### src/logic/ctad_map.vh
// Field positions, encodings and register offsets for the transaction attribute decoder
`ifndef CTAD_MAP_VH
`define CTAD_MAP_VH

// Error cause word layout
`define CTAD_ETYPE_HI        63
`define CTAD_ETYPE_LO        58
`define CTAD_INFO_W          58
`define CTAD_CMD_HI          17
`define CTAD_CMD_LO          14
`define CTAD_GRP_HI          13
`define CTAD_GRP_LO          11
`define CTAD_ATTR_HI         10
`define CTAD_ATTR_LO         8
`define CTAD_TYPE_HI         4
`define CTAD_TYPE_LO         1

// Command groups
`define CTAD_GRP_PLAIN       3'h0
`define CTAD_GRP_REGSYNC     3'h1
`define CTAD_GRP_GLOBAL      3'h2
`define CTAD_GRP_RSVD        3'h3
`define CTAD_GRP_L1I         3'h4
`define CTAD_GRP_L1D         3'h5
`define CTAD_GRP_L3          3'h6
`define CTAD_GRP_L2          3'h7

// Coherency attribute codes
`define CTAD_ATTR_UNCACHED   3'h2
`define CTAD_ATTR_CRS        3'h5
`define CTAD_ATTR_UNC_ACCEL  3'h7

// Decoded attribute classes
`define CTAD_CLS_CRS         2'h0
`define CTAD_CLS_UNCACHED    2'h1
`define CTAD_CLS_UNC_ACCEL   2'h2

// Transaction type codes
`define CTAD_TT_REQ_NODATA   4'h0
`define CTAD_TT_REQ_DATA     4'h2

// Transaction type classes
`define CTAD_TC_REQ_NODATA   3'h0
`define CTAD_TC_REQ_DATA     3'h1
`define CTAD_TC_INTERVENE    3'h2
`define CTAD_TC_RESPONSE     3'h3
`define CTAD_TC_RSVD         3'h4

// Operation codes: {class,command} flattened, reserved marks illegal
`define CTAD_OP_W            6
`define CTAD_OP_RSVD         6'h3f

// Register map (byte offsets)
`define CTAD_REG_CAUSE_LO    4'h0
`define CTAD_REG_CAUSE_HI    4'h4
`define CTAD_REG_DECODE      4'h8
`define CTAD_REG_ETYPE       4'hc

`endif

### src/logic/ctad_decode.v
// Transaction attribute decoder for the error detail word
`timescale 1ns/1ps
// Overview of operation
// - Group 0 plain, 1 register/sync, 2 global
// - Groups 4..7 target L1I, L1D, L3, L2
// - Plain 0..4: legacy rd/wr, exclusive, shared, leave
// - Plain 5..8: evict, upgrade, upgrade SC, writeback
// - Plain 9 commit to L2; 10 read-leave allocate
// - Plain 11/12 prefetch exclusive/shared, no data returned
// - Plain 13 prefetch exclusive purging L1 owners
// - Plain 14 ownership without data, whole line
// - Plain 15 tag fault, receiver frees, dataless reply
// - Regsync 0..3 debug/mapped reads writes; 4..7 reserved
// - Regsync 8..11 barriers type 0..3; 12..15 reserved
// - Global 0..2 icache invalidates; 3 reserved
// - Global 4..6 guest/root TLB invalidates
// - Global 7 barrier; 8..15 reserved
// - Maintenance 0..6 mirror cacheop; 7 only L1I
// - Maintenance 0 indexed flush invalidate
// - Maintenance 1 tag/data read; 2 tag write
// - Maintenance 3 reserved; 4,5,6 address ops
// - Maintenance 7 fetch and pin line
// - Attribute 2 uncached, 7 accel, else coherent shared
// - Type field bits 4:1; 0 request without payload
// - Detail word loads with error type field
// - Type 2 payload, 4..7 intervention, 8..15 responses

//
// Structure
// The error capture holds the detail word and its error type in flops
// as soon as the manager strobes a load. The raw group and command
// fields are shown straight from that hold register one cycle later.
// A second stage turns the held fields into decoded classes, so the
// decoded outputs trail the raw fields by one more cycle. The extra
// stage keeps every output on a flop and costs one cycle of latency.
// Software sees that cycle: a 0x8 read strobed right after the load still returns the previous decode.
//
// Operation code
// The code packs a two-bit class above the four-bit command: class 0
// plain access, 1 register and barrier, 2 global maintenance, 3 cache
// maintenance. All four maintenance groups share class 3 and are told
// apart by the one-hot target. Any reserved group or command, and any
// decode while the enable is clear, gives the all-ones code instead.
//
// Register port
// 0x0 reads the low half of the detail word, 0x4 the error type above
// the high half, 0x8 the decode status with the enable in bit 0, and
// 0xc the error type alone. Writing the held type back to 0xc clears
// the capture. A load in the same cycle wins over that clear, so a
// fresh error is never lost to a late acknowledge.
// Read data stand only in the cycle after the read strobe.
//
// Timing
// Load at edge n: raw fields and valid change at edge n.
// Decoded classes, target and operation change at edge n plus one.
// Both hold until the next load, except that a clear drops valid and the decode enable moves the gated results.
//
// Limitations
// The decoder only names operations. It does not check that a legal
// code is legal for the requester that sent it: a core issuing a
// prefetcher-only command still decodes as that command.
// Clearing the decode enable forces the operation to reserved but
// leaves the attribute and type classes running, since those fields
// mean the same for every group.
// Only the fields shared by every error layout are decoded; the way,
// bank, requester and size fields are left to software.
//

`include "ctad_map.vh"

module ctad_decode #(
    parameter WORD_W = 64                      // Width of the error cause word
) (
    // Clock and reset
    input  wire        i_ref_clk,
    input  wire        i_rst_n,
    // Error capture from the manager
    input  wire        i_err_load,             // One-cycle strobe, cause word valid
    input  wire [63:0] i_err_cause,            // Error type plus detail word
    // Register port
    input  wire [3:0]  i_reg_addr,
    input  wire [31:0] i_reg_wdata,
    input  wire        i_reg_wr,
    input  wire        i_reg_rd,
    output wire [31:0] o_reg_rdata,
    // Decoded attributes
    output wire [2:0]  o_group,                // Raw command group
    output wire [3:0]  o_command,              // Raw command
    output wire [5:0]  o_op,                   // Flattened operation code
    output wire        o_op_reserved,          // Group or command reserved
    output wire [3:0]  o_maint_target,         // One-hot L1I,L1D,L3,L2
    output wire [1:0]  o_attr_class,           // Coherency attribute class
    output wire [2:0]  o_type_class,           // Transaction type class
    output wire        o_no_data_reply,        // Receiver answers without data
    output wire        o_valid                 // A detail word is held
);

    // Captured fields
    // The detail word is held whole so software can read it back
    // exactly as the manager presented it.
    reg  [5:0]  etype_q;                       // Error type of the held word
    reg  [57:0] info_q;                        // Held detail word
    reg         valid_q;
    // Decoded results, all registered so outputs come from flops
    reg  [5:0]  op_q,    op_d;
    reg         rsvd_q,  rsvd_d;
    reg  [3:0]  tgt_q,   tgt_d;
    reg  [1:0]  acls_q,  acls_d;
    reg  [2:0]  tcls_q,  tcls_d;
    reg         ndr_q,   ndr_d;
    reg  [31:0] rdata_q, rdata_d;
    reg         dec_en_q;                      // Software decode enable

    wire [2:0] grp = info_q[`CTAD_GRP_HI:`CTAD_GRP_LO];
    wire [3:0] cmd = info_q[`CTAD_CMD_HI:`CTAD_CMD_LO];
    wire [2:0] atr = info_q[`CTAD_ATTR_HI:`CTAD_ATTR_LO];
    wire [3:0] typ = info_q[`CTAD_TYPE_HI:`CTAD_TYPE_LO];

    // Capture the detail word whenever the error type is loaded.
    // A load outranks the software clear below: if both land in one
    // cycle the new error is kept and valid stays set, so software sees
    // a fresh type on its next read instead of losing the event.
    always @(posedge i_ref_clk or negedge i_rst_n) begin
        if (!i_rst_n) begin
            etype_q <= 6'h00;
            info_q  <= 58'h0;
            valid_q <= 1'b0;
        end else if (i_err_load) begin
            etype_q <= i_err_cause[`CTAD_ETYPE_HI:`CTAD_ETYPE_LO];
            info_q  <= i_err_cause[`CTAD_INFO_W-1:0];
            valid_q <= 1'b1;
        end else if (i_reg_wr && i_reg_addr == `CTAD_REG_ETYPE && i_reg_wdata[5:0] == etype_q) begin
            // Writing back the current type clears the capture
            etype_q <= 6'h00;
            valid_q <= 1'b0;
        end
    end

    // Group and command decode into one operation code.
    // The class sits in the top two bits so software can sort by group
    // at a glance; the maintenance groups are told apart by the target.
    // Each command table is spelled out code by code on purpose: a packed
    // range test is shorter, but a miscounted bound would silently map a
    // reserved code onto a real operation.
    always @* begin
        op_d   = `CTAD_OP_RSVD;
        rsvd_d = 1'b0;
        tgt_d  = 4'h0;
        ndr_d  = 1'b0;
        case (grp)
            `CTAD_GRP_PLAIN: begin
                // Plain group: all sixteen codes are defined
                op_d = {2'h0, cmd};
                case (cmd)
                    4'h0:    rsvd_d = 1'b0;
                    4'h1:    rsvd_d = 1'b0;
                    4'h2:    rsvd_d = 1'b0;
                    4'h3:    rsvd_d = 1'b0;
                    4'h4:    rsvd_d = 1'b0;
                    4'h5:    rsvd_d = 1'b0;
                    4'h6:    rsvd_d = 1'b0;
                    4'h7:    rsvd_d = 1'b0;
                    4'h8:    rsvd_d = 1'b0;
                    4'h9:    rsvd_d = 1'b0;
                    4'ha:    rsvd_d = 1'b0;
                    4'hb:    ndr_d  = 1'b1;
                    4'hc:    ndr_d  = 1'b1;
                    4'hd:    rsvd_d = 1'b0;
                    4'he:    rsvd_d = 1'b0;
                    4'hf:    ndr_d  = 1'b1;
                    default: rsvd_d = 1'b0;
                endcase
            end
            `CTAD_GRP_REGSYNC: begin
                // Register access and barriers; the holes are reserved
                op_d = {2'h1, cmd};
                case (cmd)
                    4'h0:    rsvd_d = 1'b0;
                    4'h1:    rsvd_d = 1'b0;
                    4'h2:    rsvd_d = 1'b0;
                    4'h3:    rsvd_d = 1'b0;
                    4'h4:    rsvd_d = 1'b1;
                    4'h5:    rsvd_d = 1'b1;
                    4'h6:    rsvd_d = 1'b1;
                    4'h7:    rsvd_d = 1'b1;
                    4'h8:    rsvd_d = 1'b0;
                    4'h9:    rsvd_d = 1'b0;
                    4'ha:    rsvd_d = 1'b0;
                    4'hb:    rsvd_d = 1'b0;
                    4'hc:    rsvd_d = 1'b1;
                    4'hd:    rsvd_d = 1'b1;
                    4'he:    rsvd_d = 1'b1;
                    4'hf:    rsvd_d = 1'b1;
                    default: rsvd_d = 1'b1;
                endcase
            end
            `CTAD_GRP_GLOBAL: begin
                // Global instruction cache and TLB maintenance
                op_d = {2'h2, cmd};
                case (cmd)
                    4'h0:    rsvd_d = 1'b0;
                    4'h1:    rsvd_d = 1'b0;
                    4'h2:    rsvd_d = 1'b0;
                    4'h3:    rsvd_d = 1'b1;
                    4'h4:    rsvd_d = 1'b0;
                    4'h5:    rsvd_d = 1'b0;
                    4'h6:    rsvd_d = 1'b0;
                    4'h7:    rsvd_d = 1'b0;
                    4'h8:    rsvd_d = 1'b1;
                    4'h9:    rsvd_d = 1'b1;
                    4'ha:    rsvd_d = 1'b1;
                    4'hb:    rsvd_d = 1'b1;
                    4'hc:    rsvd_d = 1'b1;
                    4'hd:    rsvd_d = 1'b1;
                    4'he:    rsvd_d = 1'b1;
                    4'hf:    rsvd_d = 1'b1;
                    default: rsvd_d = 1'b1;
                endcase
            end
            `CTAD_GRP_RSVD: begin
                // No operation lives in this group
                rsvd_d = 1'b1;
            end
            default: begin
                // Cache maintenance groups share one command table
                op_d  = {2'h3, cmd};
                tgt_d = 4'h1 << grp[1:0];
                case (cmd)
                    4'h0:    rsvd_d = 1'b0;
                    4'h1:    rsvd_d = 1'b0;
                    4'h2:    rsvd_d = 1'b0;
                    4'h3:    rsvd_d = 1'b1;
                    4'h4:    rsvd_d = 1'b0;
                    4'h5:    rsvd_d = 1'b0;
                    4'h6:    rsvd_d = 1'b0;
                    4'h7:    rsvd_d = (grp != `CTAD_GRP_L1I);
                    4'h8:    rsvd_d = 1'b1;
                    4'h9:    rsvd_d = 1'b1;
                    4'ha:    rsvd_d = 1'b1;
                    4'hb:    rsvd_d = 1'b1;
                    4'hc:    rsvd_d = 1'b1;
                    4'hd:    rsvd_d = 1'b1;
                    4'he:    rsvd_d = 1'b1;
                    4'hf:    rsvd_d = 1'b1;
                    default: rsvd_d = 1'b1;
                endcase
            end
        endcase
        if (rsvd_d)
            op_d = `CTAD_OP_RSVD;
    end

    // Coherency attribute decode; unlisted codes fold to coherent shared.
    // Every code is listed so a later remap of one value stays one line.
    always @* begin
        case (atr)
            3'h0:                 acls_d = `CTAD_CLS_CRS;
            3'h1:                 acls_d = `CTAD_CLS_CRS;
            `CTAD_ATTR_UNCACHED:  acls_d = `CTAD_CLS_UNCACHED;
            3'h3:                 acls_d = `CTAD_CLS_CRS;
            3'h4:                 acls_d = `CTAD_CLS_CRS;
            `CTAD_ATTR_CRS:       acls_d = `CTAD_CLS_CRS;
            3'h6:                 acls_d = `CTAD_CLS_CRS;
            `CTAD_ATTR_UNC_ACCEL: acls_d = `CTAD_CLS_UNC_ACCEL;
            default:              acls_d = `CTAD_CLS_CRS;
        endcase
    end

    // Transaction type class.
    // Codes 1 and 3 are holes in the request half; they report as
    // reserved rather than being folded into a neighbouring class.
    always @* begin
        case (typ)
            `CTAD_TT_REQ_NODATA: tcls_d = `CTAD_TC_REQ_NODATA;
            4'h1:                tcls_d = `CTAD_TC_RSVD;
            `CTAD_TT_REQ_DATA:   tcls_d = `CTAD_TC_REQ_DATA;
            4'h3:                tcls_d = `CTAD_TC_RSVD;
            4'h4:                tcls_d = `CTAD_TC_INTERVENE;
            4'h5:                tcls_d = `CTAD_TC_INTERVENE;
            4'h6:                tcls_d = `CTAD_TC_INTERVENE;
            4'h7:                tcls_d = `CTAD_TC_INTERVENE;
            4'h8:                tcls_d = `CTAD_TC_RESPONSE;
            4'h9:                tcls_d = `CTAD_TC_RESPONSE;
            4'ha:                tcls_d = `CTAD_TC_RESPONSE;
            4'hb:                tcls_d = `CTAD_TC_RESPONSE;
            4'hc:                tcls_d = `CTAD_TC_RESPONSE;
            4'hd:                tcls_d = `CTAD_TC_RESPONSE;
            4'he:                tcls_d = `CTAD_TC_RESPONSE;
            4'hf:                tcls_d = `CTAD_TC_RESPONSE;
            default:             tcls_d = `CTAD_TC_RSVD;
        endcase
    end

    // Register the decode; disabled decode reports reserved.
    // Only the command-dependent results are gated by the enable: the
    // attribute and type classes carry the same meaning in every group.
    // Registering here keeps every decoded output straight from a flop.
    always @(posedge i_ref_clk or negedge i_rst_n) begin
        if (!i_rst_n) begin
            op_q   <= `CTAD_OP_RSVD;
            rsvd_q <= 1'b1;
            tgt_q  <= 4'h0;
            acls_q <= `CTAD_CLS_CRS;
            tcls_q <= `CTAD_TC_RSVD;
            ndr_q  <= 1'b0;
        end else begin
            op_q   <= dec_en_q ? op_d   : `CTAD_OP_RSVD;
            rsvd_q <= dec_en_q ? rsvd_d : 1'b1;
            tgt_q  <= dec_en_q ? tgt_d  : 4'h0;
            acls_q <= acls_d;
            tcls_q <= tcls_d;
            ndr_q  <= dec_en_q & ndr_d;
        end
    end

    // Control register: bit 0 enables the command decode.
    // It resets to enabled so a capture decodes without any setup.
    always @(posedge i_ref_clk or negedge i_rst_n) begin
        if (!i_rst_n)
            dec_en_q <= 1'b1;
        else if (i_reg_wr && i_reg_addr == `CTAD_REG_DECODE)
            dec_en_q <= i_reg_wdata[0];
    end

    // Read mux; unmapped addresses read zero.
    // Decoded fields are read from the output flops, so the status word
    // always matches what the pins showed in the cycle of the read strobe.
    always @* begin
        case (i_reg_addr)
            `CTAD_REG_CAUSE_LO: rdata_d = info_q[31:0];
            `CTAD_REG_CAUSE_HI: rdata_d = {etype_q, info_q[57:32]};
            `CTAD_REG_DECODE:   rdata_d = {9'h000,     // Spare, reads zero
                                           valid_q,    // Bit 22, word held
                                           ndr_q,      // Bit 21, dataless reply
                                           tcls_q,     // Bits 20:18
                                           acls_q,     // Bits 17:16
                                           tgt_q,      // Bits 15:12
                                           rsvd_q,     // Bit 11
                                           op_q,       // Bits 10:5
                                           4'h0,       // Bits 4:1, spare
                                           dec_en_q};  // Bit 0, decode enable
            `CTAD_REG_ETYPE:    rdata_d = {26'h0, etype_q};
            default:            rdata_d = 32'h0000_0000;
        endcase
    end

    // Read data stands one cycle after the strobe only.
    // Returning zero between reads keeps stale words off the bus, at the
    // cost of software having to take the data in exactly that cycle.
    always @(posedge i_ref_clk or negedge i_rst_n) begin
        if (!i_rst_n)
            rdata_q <= 32'h0000_0000;
        else if (i_reg_rd)
            rdata_q <= rdata_d;
        else
            rdata_q <= 32'h0000_0000;
    end

    // Outputs; group and command come straight from the held word,
    // one cycle ahead of the decoded results that follow them.
    // Every one of them is a flop output.
    assign o_reg_rdata    = rdata_q;
    assign o_group        = grp;
    assign o_command      = cmd;
    assign o_op           = op_q;
    assign o_op_reserved  = rsvd_q;
    assign o_maint_target = tgt_q;
    assign o_attr_class   = acls_q;
    assign o_type_class   = tcls_q;
    assign o_no_data_reply = ndr_q;
    assign o_valid        = valid_q;

endmodule // ctad_decode

### config.mk
export PLATFORM = sky130hd
export DESIGN_NAME = ctad_decode
export DESIGN_NICKNAME = d
export VERILOG_FILES = /design/src/logic/ctad_decode.v
export VERILOG_INCLUDE_DIRS = /design/src /design/src/logic
export SDC_FILE = /design/constraint.sdc
export NUM_CORES = 1
export LEC_CHECK = 0
export BUFFER_PORTS_ARGS = -buffer_cell sky130_fd_sc_hd__buf_2
export CAP_MARGIN = 25
export CORE_MARGIN = 1
export CORE_UTILIZATION = 40
export DETAILED_ROUTE_END_ITERATION = 8
export PLACE_DENSITY = 0.64
export SYNTH_ARGS = -nofsm -noshare
export SYNTH_HDL_FRONTEND = slang
export SYNTH_SLANG_ARGS = --single-unit
### constraint.sdc
create_clock -name i_ref_clk -period 1.95 [get_ports i_ref_clk]
set_clock_uncertainty 0.15 [all_clocks]
set_input_delay 0.4875 -clock i_ref_clk [delete_from_list [all_inputs] [get_ports i_ref_clk]]
set_output_delay 0.4875 -clock i_ref_clk [all_outputs]
set_load 0.02 [all_outputs]
Word-level counts from Yosys, hierarchy flattened
Memory sizes are Yosys's and may differ from the RTL's. A register that Yosys moved wholly into a read port is not among the register bits. Index checks and enable logic that the tools add are counted.

Muxes and demuxes: 16. Bitwise gates (word level): 1. Shift operators: 1. Equality and inequality tests: 23. Reduce and logical (&&, ||, !) cells: 13.

Operators with widths (count): 32-bit one-hot mux with 4 select lines (1); 4-bit equality test, second input constant (10); 32-bit two-way mux (1); 6-bit two-way mux (4); 6-bit one-hot mux with 4 select lines (1); 4-bit by 3-bit equality test with 1-bit output, second input constant (5); 9-bit OR reduction (1); 4-bit by 2-bit equality test with 1-bit output, second input constant (2); 4-bit logical NOT (2); 4-bit two-way mux (2); 3-bit by 2-bit equality test with 1-bit output, second input constant (2); 6-bit equality test (1); 6-bit OR reduction (1); 1-bit two-way mux (5); 4-bit by 1-bit equality test with 1-bit output, second input constant (1); 1-bit one-hot mux with 4 select lines (1); 4-bit OR reduction (1); 1-bit by 2-bit left shift with 4-bit output, first input constant (1); 3-bit by 1-bit equality test with 1-bit output, second input constant (1); 1-bit logical AND (3); 3-bit logical NOT (1); 3-bit != test, second input constant (1); 1-bit one-hot mux with 3 select lines (1); 3-bit OR reduction (1); other kinds (3) (4).

Output and inout port bits: 57. ROM bits: 96. Register bits after elaboration: 110. Memories kept: 4. Logic and storage cells: 67.

Memory list: (no name shown) (words 16, width 3, rd ports 1, clocked after memory_dff 1, write ports 0, line ctad_decode.v:273) `case (typ)`; (no name shown) (words 8, width 2, rd ports 1, clocked after memory_dff 1, write ports 0, line ctad_decode.v:256) `case (atr)`; (no name shown) (words 16, width 1, rd ports 1, clocked after memory_dff 0, write ports 0, line ctad_decode.v:177) `case (cmd)`; (no name shown) (words 16, width 1, rd ports 1, clocked after memory_dff 0, write ports 0, line ctad_decode.v:200) `case (cmd)`.

Logic depth before layout (Yosys ltp)
Gate-level depths: netlist of the first run.

Depth after elaboration: 6. Mapped depth: 5. Depth with buffers taken out: 4.

Worst setup path after synthesis of the first run
Ideal clock, no wire load.

Kind: input port to flip-flop. From: input i_err_load. To: register info_q[0]. Path buffers: 2. Stages: 3. Setup time: 0.125 ns. Required time: 1.675 ns. Path slack: 0.247 ns. Data arrival time: 1.428 ns. Cell sequence: clkbuf_1 -> buf_1 -> mux2_2.

RTL lines: start: declaration (line ctad_decode.v:78) `input wire i_err_load,`; end signal: assignment (line ctad_decode.v:130) `` info_q <= i_err_cause[`CTAD_INFO_W-1:0]; ``; end: declaration (line ctad_decode.v:102) `reg [57:0] info_q;`.

No word-level cell between the ends.

Worst setup path in the final report of the first run
From: register info_q[12]. To: output o_group[1].

RTL lines: end: declaration (line ctad_decode.v:87) `output wire [2:0] o_group,`.

No word-level cell between the ends.

==> results_dict.tcl, run 1 <==
set metrics [dict create \
    hold_path.class "input pin to flop" \
    grt_max_degree 64 \
    clock-sinks 115 \
    antenna_left 0 \
    cp.buffers_inverters 1 \
    finalCritPeriodShare 0.958 \
    drcViolationCount 0 \
    grt_pass1_vias 3397 \
    worstSetupPathType "flop to primary output" \
    reg2reg_depth 4 \
    timing.rr.start "etype_q[3]" \
    drt_iter0_markers 230 \
    required_ps 1310 \
    syn_inst 332 \
    setup_ws_ps 81.0 \
    num-nets-final 579 \
    clk_latency_ps 510 \
    start_util 0.414 \
    syn_area_per_cell_um2 13.6 \
    ios 162 \
    critPathSlowestCell "dfrtp_1" \
    root_buffer "clkbuf_8" \
    cp_max_fo 9 \
    dp_slack_ps 9.03 \
    cts_made_buffers 17 \
    synthTopCellsByCount "dfrtp_1 (106), mux2_2 (53), nor2_1 (37), a222oi_1 (21), a22oi_1 (13)" \
    setup_violations 0 \
    fmax_mhz 535 \
    synth.most_common_cell "dfrtp_1" \
    dr.pass1.iters 6 \
    p_per_area_mw_per_mm2 1030 \
    timing.hold.ws_ps 40.3 \
    yosysTopAreaCellShare 0.589 \
    drt_wl_total_um 11100 \
    dp_hpwl_um 7560 \
    antenna-diode-count 0 \
    path_cells "buf_2" \
    yosysSeqAreaShare 0.642 \
    end_kind "primary output" \
    slowest_delay_ps 490 \
    grt_pass1_wl_um 17400 \
    via_per_inst 5.33 \
    die_h_um 108 \
    num_rows 38 \
    min_from "i_err_cause[16]" \
    cts_max_path_buffers 2 \
    synth_edf_count 0 \
    place_congestion 0.769 \
    synth_area_leaders "dfrtp_1 (59%), mux2_2 (13%), dfstp_2 (5.3%)" \
    grt_usage 0.204 \
    p_leak_nw 2.82 \
    finalHoldViolCount 0 \
    slew_violations 0 \
    cts_tree "yes" \
    post-route-util 0.548 \
    fillCellCount 938 \
    yosys_warnings 0 \
    area_delta_synth_final_pct 32.5 \
    stdcell_area_mm2 0.00597 \
    die_w_um 108 \
    portBuffers 135 \
    critPathArrivalTime_ps 1230 \
    maxCapViolCount 0 \
    relSlewSlack 0.725 \
    htree_num_levels 4 \
    rsz0062_at_grt "no" \
    synth-async-reset-ratio 1.00 \
    drive_above_1_share 0.515 \
    postCtsSetupBuffers 0 \
    grt_antenna_before_repair 0 \
    vias 3340 \
    r2r_slack_ps 360 \
    hold_depth 3 \
    status "finished, final reports clean" \
    ys.flop_type "dfrtp_1" \
    dieArea_mm2 0.0117 \
    wl_per_cell_um 17.7 \
    min_to "info_q[16]" \
    core_area_mm2 0.0109 \
    crit_family "flip-flops" \
    synth_fp_nets 437 \
    worstSetupStartpointType "flop" \
    ys_ff_latch 115 \
    worst_pin_slew_ps 412 \
    placedInstanceArea_mm2 0.00540 \
    syn_area_mm2 0.00450 \
    post-route-min-period_ps 1870 \
    rr_endpoint "etype_q[0]" \
    tns_ps 0 \
    vdd_drop_max_v 0.000643 \
    ys_types 36 \
    overflow 0 \
    clk_pin_slew_ps 50 \
    synth_top_area_cell "dfrtp_1" \
]
-- placed cells by master (no fill, tap or decap), types with 2 or more instances in the layout --
cell and n:
inv_1 6, clkinv_2 4, xnor2_1 4, o221a_2 2, nand2_1 12, clkbuf_1 3
nor2b_1 2, clkbuf_16 16, xor2_1 2, buf_4 11, a222oi_1 21, o21ai_0 6
a21oi_1 4, nand2b_1 2, buf_12 4, nor2_1 37, mux2_2 53, nor3_1 2
nand3_1 4, a22oi_1 13, clkbuf_8 9, a22o_1 6, dfstp_2 9, dfrtp_2 2
dfrtp_1 104, buf_2 134
-- cell type report --
class	instances	area, µm²	share of cell area
timing repair buffer	150	843	0.141
multi-input combinational	184	1480	0.248
clock buffer	28	536	0.0897
tap	140	175	0.0294
sequential	115	2890	0.485
inverter	6	22.5	0.00377
clock inverter	4	20.0	0.00336
-- flip-flops by register name (all words and copies together) (netlist names) --
| register | cells |
|---|---|
| o_maint_target | 4 |
| etype_q | 6 |
| o_reg_rdata | 32 |
| o_type_class | 3 |
| o_valid | 1 |
| o_attr_class | 2 |
| info_q | 58 |
| o_op_reserved | 1 |
| o_op | 6 |
| o_no_data_reply | 1 |
| dec_en_q | 1 |
-- layer usage --
layer  share of wire  vias to the layer above  global-route usage
met2            0.49                      125               0.314
met3           0.055                       18              0.0609
li1                -                     1498                   -
met4           0.018                        0              0.0851
met1            0.43                     1699               0.269
met5               0                        -                   0
-- how the worst max path moves through the flow --
stage	from	end	slack, ps	cells after the start
finish	info_q[12]	o_group[1]	80	1
detailed placement	i_reg_addr[0]	etype_q[0]	9	5
global route	info_q[15]	o_command[1]	10	1
CTS	info_q[14]	o_command[0]	10	1
global placement	i_reg_addr[0]	etype_q[0]	60	5
floorplan	i_err_load	info_q[0]	250	3
-- repair_timing --
item,in CTS,in global routing
hold buffers,1,0
resized for setup,0,2
endpoints found under the hold margin,106,0
endpoints found under the setup margin,0,2
-- kinds of logic after synthesis --
logic type      synth area share
simple gates              0.0731
mux                        0.135
flops                      0.642
xor+xnor                  0.0117
compound gates             0.103
buf+inv                   0.0353
-- metrics by stage --
stage / power (mW) / instances
6_report: 6.14 / 627
5_1_grt: 6.41 / 627
4_1_cts: 6.22 / 627
3_5_place_dp: 3.37 / 594
3_3_place_gp: 3.35 / 594
2_1_floorplan: 3.08 / 332
-- power breakdown --
| group | switching, mW | internal (mW) |
|---|---|---|
| clock | 0.986 | 1.82 |
| sequential | 0.147 | 2.58 |
| combinational | 0.317 | 0.289 |
| total | 1.45 | 4.69 |
Note: power is estimated with default switching activity, not from simulation.
==> run 2: changes to the inputs <==
CORE_UTILIZATION = 49   (was 40)
PLACE_DENSITY = 0.76   (was 0.64)
==> results_dict.tcl, run 2 (synthesis gave the netlist of run 1 again) <==
set metrics [dict create \
    dr.pass1.iters 8 \
    pwr-share-seq 0.433 \
    wl_per_cell_um 18.0 \
    worst_pin_slew_ps 375 \
    num-nets-final 579 \
    status "finished, violations left" \
    clock-sinks 115 \
    htree_num_levels 4 \
    cts_made_buffers 17 \
    cp.buffers_inverters 1 \
    combinationalPowerShare 0.096 \
    final_cell_mix "buf_2 (134), dfrtp_1 (106), mux2_2 (53)" \
    relSlewSlack 0.749 \
    via_per_inst 5.57 \
    portBuffers 135 \
    crit_family "flip-flops" \
    vdd_drop_max_v 0.000587 \
    p_per_area_mw_per_mm2 1060 \
    critPathArrivalTime_ps 1250 \
    grt_pass1_vias 3501 \
    end_kind "primary output" \
    root_buffer "clkbuf_8" \
    drt_wl_total_um 10700 \
    dp_hpwl_um 7320 \
    worstSetupPathType "flop to primary output" \
    antenna_left 0 \
    rsz0062_at_grt "no" \
    critPathSlowestCell "dfrtp_1" \
    grt_pass1_wl_um 17300 \
    path_cells "buf_2" \
    postCtsSetupBuffers 0 \
    slew_violations 0 \
    p_int_mw 4.84 \
    area_delta_synth_final_pct 32.3 \
    post-route-util 0.676 \
    p_leak_nw 2.82 \
    clk_pin_slew_ps 50 \
    finalCritPeriodShare 0.968 \
    drive_above_1_share 0.511 \
    p_switching_mw 1.47 \
    drt_iter0_markers 218 \
    power_frac_clock 0.471 \
    sw_frac_of_total 0.233 \
    maxCapViolCount 0 \
    grt_antenna_before_repair 0 \
    grt_max_degree 60 \
    grt_usage 0.237 \
    hold_path.class "input pin to flop" \
    dp_slack_ps 79.7 \
    slowest_delay_ps 520 \
    core_area_mm2 0.00881 \
    final_common_cell "buf_2" \
    die_w_um 97.9 \
    largest_register_ff_count 58 \
    fmax_mhz 530 \
    worstSetupStartpointType "flop" \
    overflow 0 \
    vias 3317 \
    largest-register "info_q" \
    cp_max_fo 9 \
    place_congestion 0.829 \
    setup_ws_ps 62.7 \
    finalHoldViolCount 0 \
    required_ps 1310 \
    dieArea_mm2 0.00958 \
    cts_tree "yes" \
    cts_max_path_buffers 2 \
    violations "DRC" \
    p_total_mw 6.31 \
    antenna-diode-count 0 \
    r2r_slack_ps 330 \
    die_h_um 97.9 \
    num_rows 34 \
    clk_latency_ps 490 \
    drcViolationCount 6 \
    tns_ps 0 \
    post-route-min-period_ps 1890 \
    setup_violations 0 \
    ios 162 \
    start_util 0.511 \
]
==> run 2: cell type report <==
type / count / area [µm²]
sequential: 115 / 2890
fill: 661 / 2850
multi-input combinational: 184 / 1480
timing repair buffer: 150 / 856
clock buffer: 21 / 439
clock inverter: 11 / 135
tap: 108 / 135
inverter: 6 / 22.5
==> run 2: path summary, 6_finish.rpt <==
kind	start	cells past startpoint	endpoint
min reg2reg	info_q[8]	1	o_attr_class[0]
min	i_err_cause[16]	3	info_q[16]
min in group asynchronous	i_rst_n	3	info_q[31]
max reg2reg	etype_q[3]	4	etype_q[4]
max in group asynchronous	i_rst_n	3	o_type_class[2]
max	info_q[13]	1	o_group[2]
==> run 2: per-layer routing <==
metal / vias to the layer above / routed length (µm) / track usage
li1: 1493 / - / -
met1: 1673 / 4330 / 0.293
met2: 130 / 5500 / 0.386
met3: 21 / 592 / 0.0580
met4: 0 / 259 / 0.127
met5: - / 0 / 0
==> run 2: stage by stage <==
step	instances	area (µm²)	hold slack, ps
after floorplan	332	4500	41.9
after global placement	562	5370	316
after detailed placement	562	5370	323
after CTS	595	5960	38.8
after global routing	595	5960	58.3
final	595	5960	67.8
==> run 2: what timing repair did <==
| action | in CTS | in global routing |
|---|---|---|
| hold buffers | 1 | 0 |
| resized for setup | 0 | 0 |
| endpoints found under the hold margin | 106 | 0 |
==> run 2: power groups by stage <==
stage / combinational [mW] / clock (mW) / sequential (mW)
finish: 0.605 / 2.97 / 2.73
global placement: 0.589 / 0 / 2.76
global route: 0.663 / 3.11 / 2.76
CTS: 0.613 / 3.02 / 2.73
detailed placement: 0.608 / 0 / 2.77
floorplan: 0.319 / 0 / 2.76
